==> config.mk <==
export PLATFORM = sky130hd
export DESIGN_NAME = lph_exec
export DESIGN_NICKNAME = d
export VERILOG_FILES = /design/src/core/lph_pkg.sv /design/src/core/lph_cycle_calc.sv /design/src/core/lph_exec.sv
export VERILOG_INCLUDE_DIRS = /design/src /design/src/core
export SDC_FILE = /design/constraint.sdc
export NUM_CORES = 1
export LEC_CHECK = 0
export BUFFER_PORTS_ARGS = -buffer_cell sky130_fd_sc_hd__buf_2
export CAP_MARGIN = 20
export CELL_PAD_IN_SITES_DETAIL_PLACEMENT = 0
export CELL_PAD_IN_SITES_GLOBAL_PLACEMENT = 2
export CORE_UTILIZATION = 31
export DETAILED_ROUTE_END_ITERATION = 6
export PLACE_DENSITY_LB_ADDON = 0.25
export SLEW_MARGIN = 20
export SYNTH_ARGS = -nofsm -noshare
export SYNTH_HDL_FRONTEND = slang
export SYNTH_HIERARCHICAL = 1
export SYNTH_SLANG_ARGS = --single-unit
==> constraint.sdc <==
create_clock -name clk_i -period 8.71 [get_ports clk_i]
set_input_delay 0.871 -clock clk_i [delete_from_list [all_inputs] [get_ports clk_i]]
set_output_delay 0.871 -clock clk_i [all_outputs]
set_load 0.02 [all_outputs]
==> src/core/lph_consts.svh <==
`ifndef LPH_CONSTS_SVH
`define LPH_CONSTS_SVH

// ----------------------------------------------------------------------------
// Opcode decoding
// ----------------------------------------------------------------------------
`define LPH_OPC_HI 8'h75
`define LPH_OPC_HI_MSB 15
`define LPH_OPC_HI_LSB 8
`define LPH_IND_BIT 7
`define LPH_DMA_MSB 6

// ----------------------------------------------------------------------------
// Product register layout and reset values
// ----------------------------------------------------------------------------
`define LPH_PROD_HI_MSB 31
`define LPH_PROD_HI_LSB 16
`define LPH_PROD_RST 32'h0000_0000

// ----------------------------------------------------------------------------
// Timing counts, in core cycles
// ----------------------------------------------------------------------------
`define LPH_BASE_CYC 16'h0001
`define LMR_CORE_PER_N 16'h0002
`define LMR_PORT_PER_N 16'h0003
`define LMR_PORT_CODE_EXT 16'h0003
`define LPH_ONE_CYC 16'h0001

`endif

==> src/core/lph_pkg.sv <==
package lph_pkg;

  // --------------------------------------------------------------------------
  // Memory kinds, destinations, states and the cycle count type
  // --------------------------------------------------------------------------
  typedef enum logic [1:0] {
    LPH_MEM_ROM = 2'b00,
    LPH_MEM_DUAL = 2'b01,
    LPH_MEM_SINGLE = 2'b10,
    LPH_MEM_EXT = 2'b11
  } lph_mem_t;

  typedef enum logic [1:0] {
    LPH_DST_CORE = 2'b00,
    LPH_DST_PERIPH = 2'b01,
    LPH_DST_PORT = 2'b10
  } lph_dst_t;

  typedef enum logic [1:0] {
    LPH_ST_IDLE = 2'b00,
    LPH_ST_RUN = 2'b01,
    LPH_ST_DONE = 2'b10
  } lph_state_t;

  typedef logic [15:0] lph_cyc_t;

endpackage : lph_pkg

==> src/core/lph_cycle_calc.sv <==
`timescale 1ns/100ps
`include "lph_consts.svh"

module lph_cycle_calc (
  // Instruction class and repeat count.
  input wire logic is_lmr_i,
  input wire logic [8:0] rep_n_i,
  // Where code, operand and destination live.
  input wire lph_pkg::lph_mem_t code_loc_i,
  input wire lph_pkg::lph_mem_t src_loc_i,
  input wire logic same_block_i,
  input wire lph_pkg::lph_dst_t dst_kind_i,
  // Wait states per access.
  input wire logic [3:0] data_wait_i,
  input wire logic [3:0] code_wait_i,
  input wire logic [3:0] io_wait_i,
  // Total cycle count.
  output lph_pkg::lph_cyc_t cycles_o
);
  import lph_pkg::*;

  // Scales a per-iteration count by the repeat count.
  function automatic lph_cyc_t times_n(input lph_cyc_t per, input logic [8:0] n);
    logic [24:0] prod;
    prod = per * n;
    return prod[15:0];
  endfunction : times_n

  wire lph_cyc_t n_w = {7'h00, rep_n_i};
  wire logic src_ext_w = (src_loc_i == LPH_MEM_EXT);
  wire logic code_ext_w = (code_loc_i == LPH_MEM_EXT);
  wire logic both_ext_w = src_ext_w & code_ext_w;
  wire logic shared_w = same_block_i & (src_loc_i == LPH_MEM_SINGLE)
                        & (code_loc_i == LPH_MEM_SINGLE);
  wire lph_cyc_t d_w = {12'h000, data_wait_i};
  wire lph_cyc_t p_w = {12'h000, code_wait_i};
  wire lph_cyc_t io_w = {12'h000, io_wait_i};
  wire logic port_w = (dst_kind_i == LPH_DST_PORT);
  wire lph_cyc_t sh_w = shared_w ? `LPH_ONE_CYC : 16'h0000;

  // Load-product-high: n, plus n*d for outside operands, p for outside code.
  // single timing
  wire lph_cyc_t lph_cyc_w = times_n(`LPH_BASE_CYC, rep_n_i)
                             + (src_ext_w ? times_n(d_w, rep_n_i) : 16'h0000)
                             + (code_ext_w ? p_w : 16'h0000)
                             + (both_ext_w ? `LPH_ONE_CYC : 16'h0000) + sh_w;

  // Mapped load into core or peripheral registers.
  // core register timing
  wire lph_cyc_t core_cyc_w = times_n(`LMR_CORE_PER_N, rep_n_i)
                              + (src_ext_w ? times_n(d_w, rep_n_i) : 16'h0000)
                              + (code_ext_w ? (p_w + p_w) : 16'h0000)
                              + (both_ext_w ? `LPH_ONE_CYC : 16'h0000)
                              + ((dst_kind_i == LPH_DST_PERIPH) ? n_w : 16'h0000);

  // Mapped load into an I/O port; an outside source costs n-1 more.
  // port timing
  wire lph_cyc_t port_cyc_w = times_n(`LMR_PORT_PER_N, rep_n_i) + times_n(io_w, rep_n_i)
                              + (src_ext_w ? (times_n(d_w, rep_n_i) + n_w
                                 - `LPH_ONE_CYC) : 16'h0000)
                              + (code_ext_w ? (`LMR_PORT_CODE_EXT + p_w + p_w) : 16'h0000);

  // A shared single-access block costs one cycle in total.
  // shared block cycle
  wire lph_cyc_t lmr_cyc_w = (port_w ? port_cyc_w : core_cyc_w) + sh_w;

  assign cycles_o = is_lmr_i ? lmr_cyc_w : lph_cyc_w;

endmodule : lph_cycle_calc

==> src/core/lph_exec.sv <==
`timescale 1ns/100ps
`include "lph_consts.svh"

module lph_exec (
  // Clock and reset.
  input wire logic clk_i,
  input wire logic rst_i,
  // Instruction issue.
  input wire logic issue_i,
  input wire logic [15:0] instr_i,
  input wire logic is_lmr_i,
  input wire logic [8:0] rep_n_i,
  // Memory placement and wait states.
  input wire lph_pkg::lph_mem_t code_loc_i,
  input wire lph_pkg::lph_mem_t src_loc_i,
  input wire logic same_block_i,
  input wire lph_pkg::lph_dst_t dst_kind_i,
  input wire logic [3:0] data_wait_i,
  input wire logic [3:0] code_wait_i,
  input wire logic [3:0] io_wait_i,
  // Address sources.
  input wire logic [8:0] page_ptr_i,
  input wire logic [15:0] aux_addr_i,
  // Operand and low-half load from other instructions.
  input wire logic [15:0] operand_i,
  input wire logic prod_lo_we_i,
  input wire logic [15:0] prod_lo_i,
  // Decode results.
  output logic is_lph_o,
  output logic indirect_o,
  output logic [15:0] operand_addr_o,
  // Execution status.
  output logic busy_o,
  output logic done_o,
  output logic pc_inc_o,
  output logic status_we_o,
  output logic [15:0] cycles_o,
  // Product register.
  output logic [31:0] product_register_o
);
  import lph_pkg::*;

  // --------------------------------------------------------------------------
  // Decoding
  // --------------------------------------------------------------------------

  // Opcode match and addressing form.
  // opcode decode
  wire logic opc_hit_w = (instr_i[`LPH_OPC_HI_MSB:`LPH_OPC_HI_LSB] == `LPH_OPC_HI);
  // Bit 7 picks indirect addressing through the auxiliary register pointer.
  wire logic ind_w = instr_i[`LPH_IND_BIT];
  // address select
  // Direct addresses join the page pointer to the 7-bit offset in the word.
  wire logic [15:0] addr_w = ind_w ? aux_addr_i : {page_ptr_i, instr_i[`LPH_DMA_MSB:0]};

  // A mapped load is taken as given by the caller; only this opcode is decoded here.
  // The front end already knows a mapped load by its two-word form, so
  // checking its opcode again here would only duplicate that decode.
  wire logic accept_lph_w = opc_hit_w & ~is_lmr_i;
  wire logic accept_w = accept_lph_w | is_lmr_i;
  // A repeat count of zero is read as one execution.
  // This keeps the busy counter from starting at zero and wrapping round.
  wire logic [8:0] rep_n_w = (rep_n_i == 9'h000) ? 9'h001 : rep_n_i;

  // --------------------------------------------------------------------------
  // Cycle budget
  // --------------------------------------------------------------------------

  // Cycle total for the instruction now at issue.
  lph_cyc_t calc_cyc_w;

  // Totals are worked out in one place so both classes share the rules.
  // Sixteen bits cover the largest total that the input widths allow.
  // The total is captured at issue, so placement or wait inputs that move
  // while the instruction is in flight do not stretch or cut it.
  lph_cycle_calc u_calc (
    .is_lmr_i(is_lmr_i),
    .rep_n_i(rep_n_w),
    .code_loc_i(code_loc_i),
    .src_loc_i(src_loc_i),
    .same_block_i(same_block_i),
    .dst_kind_i(dst_kind_i),
    .data_wait_i(data_wait_i),
    .code_wait_i(code_wait_i),
    .io_wait_i(io_wait_i),
    .cycles_o(calc_cyc_w)
  );

  // --------------------------------------------------------------------------
  // Sequencer
  // --------------------------------------------------------------------------

  // Sequencer state, cycle counter and the values captured at issue.
  lph_state_t state_ff;
  lph_state_t nxt_state;
  lph_cyc_t remain_ff;
  lph_cyc_t nxt_remain;
  logic lmr_ff;
  logic [15:0] addr_ff;
  logic ind_ff;
  logic [15:0] cyc_ff;
  logic [31:0] prod_ff;
  logic [31:0] nxt_prod;

  // Issue is only looked at in idle; the done cycle is a deliberate gap so
  // the program counter step can never overlap the next instruction's start.
  wire logic start_w = (state_ff == LPH_ST_IDLE) & issue_i & accept_w;
  wire logic last_w = (state_ff == LPH_ST_RUN) & (remain_ff == `LPH_ONE_CYC);

  // Issue is ignored while busy; the count of cycles sets the busy length.
  // A total of one gives a single busy cycle: the counter is loaded with one
  // and the last cycle is seen at once.
  // busy length
  always_comb begin
    nxt_state = state_ff;
    nxt_remain = remain_ff;
    case (state_ff)
      LPH_ST_IDLE: begin
        if (start_w) begin
          nxt_state = LPH_ST_RUN;
          nxt_remain = calc_cyc_w;
        end
      end
      LPH_ST_RUN: begin
        // Count down one per cycle; the value left after the last cycle is unused.
        if (last_w) begin
          nxt_state = LPH_ST_DONE;
        end
        nxt_remain = remain_ff - `LPH_ONE_CYC;
      end
      LPH_ST_DONE: begin
        // One cycle of done, then back to idle.
        nxt_state = LPH_ST_IDLE;
      end
      default: begin
        // An unused state code recovers to idle.
        nxt_state = LPH_ST_IDLE;
      end
    endcase
  end

  // The final write lands on the last busy cycle; the low half still
  // follows its own writer, which wins only for its own bits.
  // Only the high half is gated by the sequencer; a mapped load moves no
  // product data, so its last cycle leaves the register alone.
  // high half load
  always_comb begin
    nxt_prod = prod_ff;
    // Low-half writes from other logic are honoured in any state.
    if (prod_lo_we_i) begin
      nxt_prod[`LPH_PROD_HI_LSB-1:0] = prod_lo_i;
    end
    if (last_w & ~lmr_ff) begin
      nxt_prod[`LPH_PROD_HI_MSB:`LPH_PROD_HI_LSB] = operand_i;
    end
  end

  // State and counter.
  // Reset is synchronous, like the rest of the core.
  always_ff @(posedge clk_i) begin
    if (rst_i) begin
      state_ff <= LPH_ST_IDLE;
      remain_ff <= 16'h0000;
    end else begin
      state_ff <= nxt_state;
      remain_ff <= nxt_remain;
    end
  end

  // Captured decode and cycle total for the instruction in flight.
  // Holding these until the next take lets the pipeline read them after done.
  always_ff @(posedge clk_i) begin
    if (rst_i) begin
      lmr_ff <= 1'b0;
      addr_ff <= 16'h0000;
      ind_ff <= 1'b0;
      cyc_ff <= 16'h0000;
    end else if (start_w) begin
      lmr_ff <= is_lmr_i;
      addr_ff <= addr_w;
      ind_ff <= ind_w;
      cyc_ff <= calc_cyc_w;
    end
  end

  // Product register.
  // Reset clears both halves so that later readers never see an unknown value.
  always_ff @(posedge clk_i) begin
    if (rst_i) begin
      prod_ff <= `LPH_PROD_RST;
    end else begin
      prod_ff <= nxt_prod;
    end
  end

  // --------------------------------------------------------------------------
  // Outputs
  // --------------------------------------------------------------------------

  // Busy and done are plain decodes of the state register, so they add no
  // flop delay; the data outputs other than is_lph_o come straight from flip-flops.
  // Decode result for the word now at the instruction input.
  assign is_lph_o = accept_lph_w;
  // Captured address and form of the last accepted instruction.
  assign indirect_o = ind_ff;
  assign operand_addr_o = addr_ff;
  assign busy_o = (state_ff == LPH_ST_RUN);
  assign done_o = (state_ff == LPH_ST_DONE);
  assign pc_inc_o = (state_ff == LPH_ST_DONE);
  assign status_we_o = 1'b0;
  assign cycles_o = cyc_ff;
  assign product_register_o = prod_ff;

endmodule : lph_exec

==> results by group <==
CTS
  • H-tree Lvls: 3
  • Cts bufs inserted: 9
  • CTS tree: yes
  • Clk slew on worst S/H paths: 0.06 ns
  • Cell chosen for the clock root: clkbuf_16
  • Clk buf depth: 2
  • Worst skew pair latency: roughly 0.35 ns
  • Clock Sinks: 84

Layout
  • FF+latch area: approximately 1700 µm²
  • Area Growth Syn to Fin: 24.2%
  • Most common cell after layout, fill and taps aside: buf_2
  • Fillers: around 3500
  • Most frequent cells in the layout: buf_2, inv_1, buf_4
  • Final nets: between 1500 and 2000
  • Diode count: 0
  • Layout cells sized above 1: around 25%
  • Multi-input gate area: ~8100 µm²

Power and ir drop
  • PwrDens: 291 nW/µm²
  • Lkg Pwr: around 6.1 nW
  • Worst vdd ir: roughly 0.19 mV
  • Total Power: around 3.7 mW

Worst setup path
  • CP max stage cell: fa_1
  • Worst EP arrival: 8.67 ns
  • Critical-path maximum fanout: 4
  • Largest incremental delay on the critical path: between 0.5 and 0.6 ns
  • CP required: roughly 8.9 ns
  • Critical path capture point type: flip-flop
  • CP Class: input pin to flip-flop
  • Most frequent CP cell: buf_4
  • CP Launch Type: input pin

Synthesis
  • Post-Synthesis Cells: roughly 1300
  • Avg Inst Size Synth: slightly above 8 µm²
  • Distinct cell type count after synthesis: just over 80
  • Ys Warns: 6
  • Most used DFF post-synth: dfxtp_1
  • Sequential share of the synthesized area: around 16%
  • Post-synthesis register bit count: 84
  • Syn Nets: 1563
  • Mapped cell area: a little over 10000 µm²
  • Post-synth EDFFs: 0
  • Async set-reset flop share out of synthesis: 0%

Floorplan
  • Number of core rows: 66
  • # IOs: ~180
  • Initial Util: about a third
  • Die X: roughly 180 µm
  • Area of the die: about 34000 µm²
  • Die Span Y: 185 µm
  • CORE AREA: 32700 µm²

Timing
  • Worst Tran Pin Value: approximately 0.96 ns
  • Final Hold Fails: 0
  • Tcrit/Tclk final: 97.3%
  • Tmin final: around 8.5 ns
  • RSZ-0062 raised after global routing: yes
  • Setup TNS: 0 ns
  • Max Clk Rate: 118 MHz
  • Clk_skew: between 0.008 and 0.009 ns
  • Setup violations, final: 0
  • Max_slew headroom: about 36%
  • Final Slew Violations: 0

GRT
  • Grt ovf: 0
  • Vias in the first global route: approximately 9400
  • Initial antenna violation count: 1
  • Largest net degree at the start of global routing: between 80 and 90
  • All-layer global routing usage: between 10% and 20%
  • First-pass GRT wire length: a little over 50 mm

Route
  • Total Wirelength: slightly above 30 mm
  • Final antenna-violating net count: 0
  • DRC: 0
  • Vias/cell: roughly 5.0
  • DRT Pass-1 Iters: 5
  • Total vias in the final route: 9639
  • Drt wl/cell: around 16 µm
  • Initial DRC count: 480

Placed design
  • Hpwl dp: roughly 24 mm
  • Placer Congestion: a little over 0.8
  • Buffers on Ports: between 150 and 200

Worst hold path
  • Hold/Removal Path Class: flip-flop to flip-flop

Job
  • # Max-Cap Violations: 0

Run status
  • Status: finished clean
==> through the flow <==
step           hold WS [ns]  cells  instance area, µm²  util, %  setup slack, ns
6_report              0.473   1937               12900     39.3            0.236
5_1_grt               0.495   1937               12900     39.3          -0.0896
4_1_cts               0.477   1929               12600     38.6           0.0291
3_5_place_dp          0.467   1913               12300     37.6           -0.403
3_3_place_gp          0.459   1913               12300     37.6           -0.266
2_1_floorplan         0.449   1269               10400        -          0.00810
==> sequential cells by signal, indices dropped and copies added, names as in the netlist <==
signal	flops
lmr_ff	1
product_register_o	32
operand_addr_o	16
indirect_o	1
cycles_o	16
state_ff	2
remain_ff	16
==> per-layer routing <==
layer | up-vias | global-route usage [%] | routed length [µm]
met5 | - | 0 | 0
met4 | 0 | 1.95 | 155
met3 | 14 | 2.71 | 1230
met2 | 164 | 29.1 | 13600
met1 | 4637 | 27.6 | 16000
li1 | 4824 | - | -
==> synthesized netlist by cell type, drive strengths merged, types with 11 or more instances <==
master / instances / area share, %
o21ai: 71 / 3.5
nor2: 100 / 3.6
buf: 16 / 0.89
inv: 140 / 5.1
nand3: 49 / 2.4
a21oi: 95 / 4.6
a21o: 12 / 0.87
a31oi: 16 / 1.0
nor3: 20 / 1.0
nand2: 78 / 2.8
ha: 105 / 13
nand2b: 16 / 0.97
clkbuf: 55 / 2.0
or4: 12 / 0.87
fa: 83 / 16
mux2i: 42 / 4.1
nor3b: 11 / 0.85
a211oi: 34 / 2.9
xor2: 18 / 1.5
or3: 11 / 0.66
dfxtp: 84 / 16
nor4: 14 / 0.97
xnor2: 26 / 2.2
and2: 45 / 2.7
==> final timing paths <==
kind                          start  cells past startpoint                endpoint  slack (ns)
max                      rep_n_i[4]                     36           remain_ff[15]        0.24
min          product_register_o[17]                      2  product_register_o[17]        0.47
max reg2reg             state_ff[0]                      5  product_register_o[20]        6.26
min reg2reg  product_register_o[17]                      2  product_register_o[17]        0.47
==> power by group <==
| part | leakage [nW] | total, mW | internal (mW) | switching, mW |
|---|---|---|---|---|
| sequential | 0.687 | 0.442 | 0.415 | 0.0274 |
| clock | 0.153 | 0.415 | 0.251 | 0.164 |
| combinational | 5.23 | 2.89 | 1.39 | 1.50 |
==> critical path, delay by kind of cell <==
family | cells | cell delay [ns]
compound gates | 9 | 1.77
xor+xnor | 1 | 0.18
fa+ha+maj | 8 | 3.16
buf+inv | 8 | 0.83
mux | 1 | 0.31
simple gates | 9 | 1.56
==> what timing repair did <==
item,in CTS,in global routing
resized for setup,2,42
endpoints found under the setup margin,3,16
hold buffers,0,0
pin swaps,0,36
setup buffers,0,8
endpoints found under the hold margin,0,0
==> final cells by class <==
cell class                      instances  area share [%]
Multi-Input combinational cell        974            63.0
Timing Repair Buffer                  281            13.1
Sequential cell                        84            13.1
Tap cell                              442            4.30
Inverter                              140            4.08
Clock buffer                           10            1.78
Clock inverter                          6           0.671
==> logic make-up (layout without fill, tap and decap cells) <==
group / after synthesis / after routing / share of synthesized area, %
buffers and inverters: 211 / 437 / 7.97
and+or+nand+nor: 400 / 400 / 20.0
xor gates and xnor gates: 44 / 44 / 3.72
muxes: 49 / 49 / 4.86
other: 1 / 1 / 0.0362
adders and majority gates: 188 / 188 / 28.7
DFF: 84 / 84 / 16.2
AOI/OAI and AO/OA: 292 / 292 / 18.5
No activity file was read; power rests on OpenSTA's default activity.
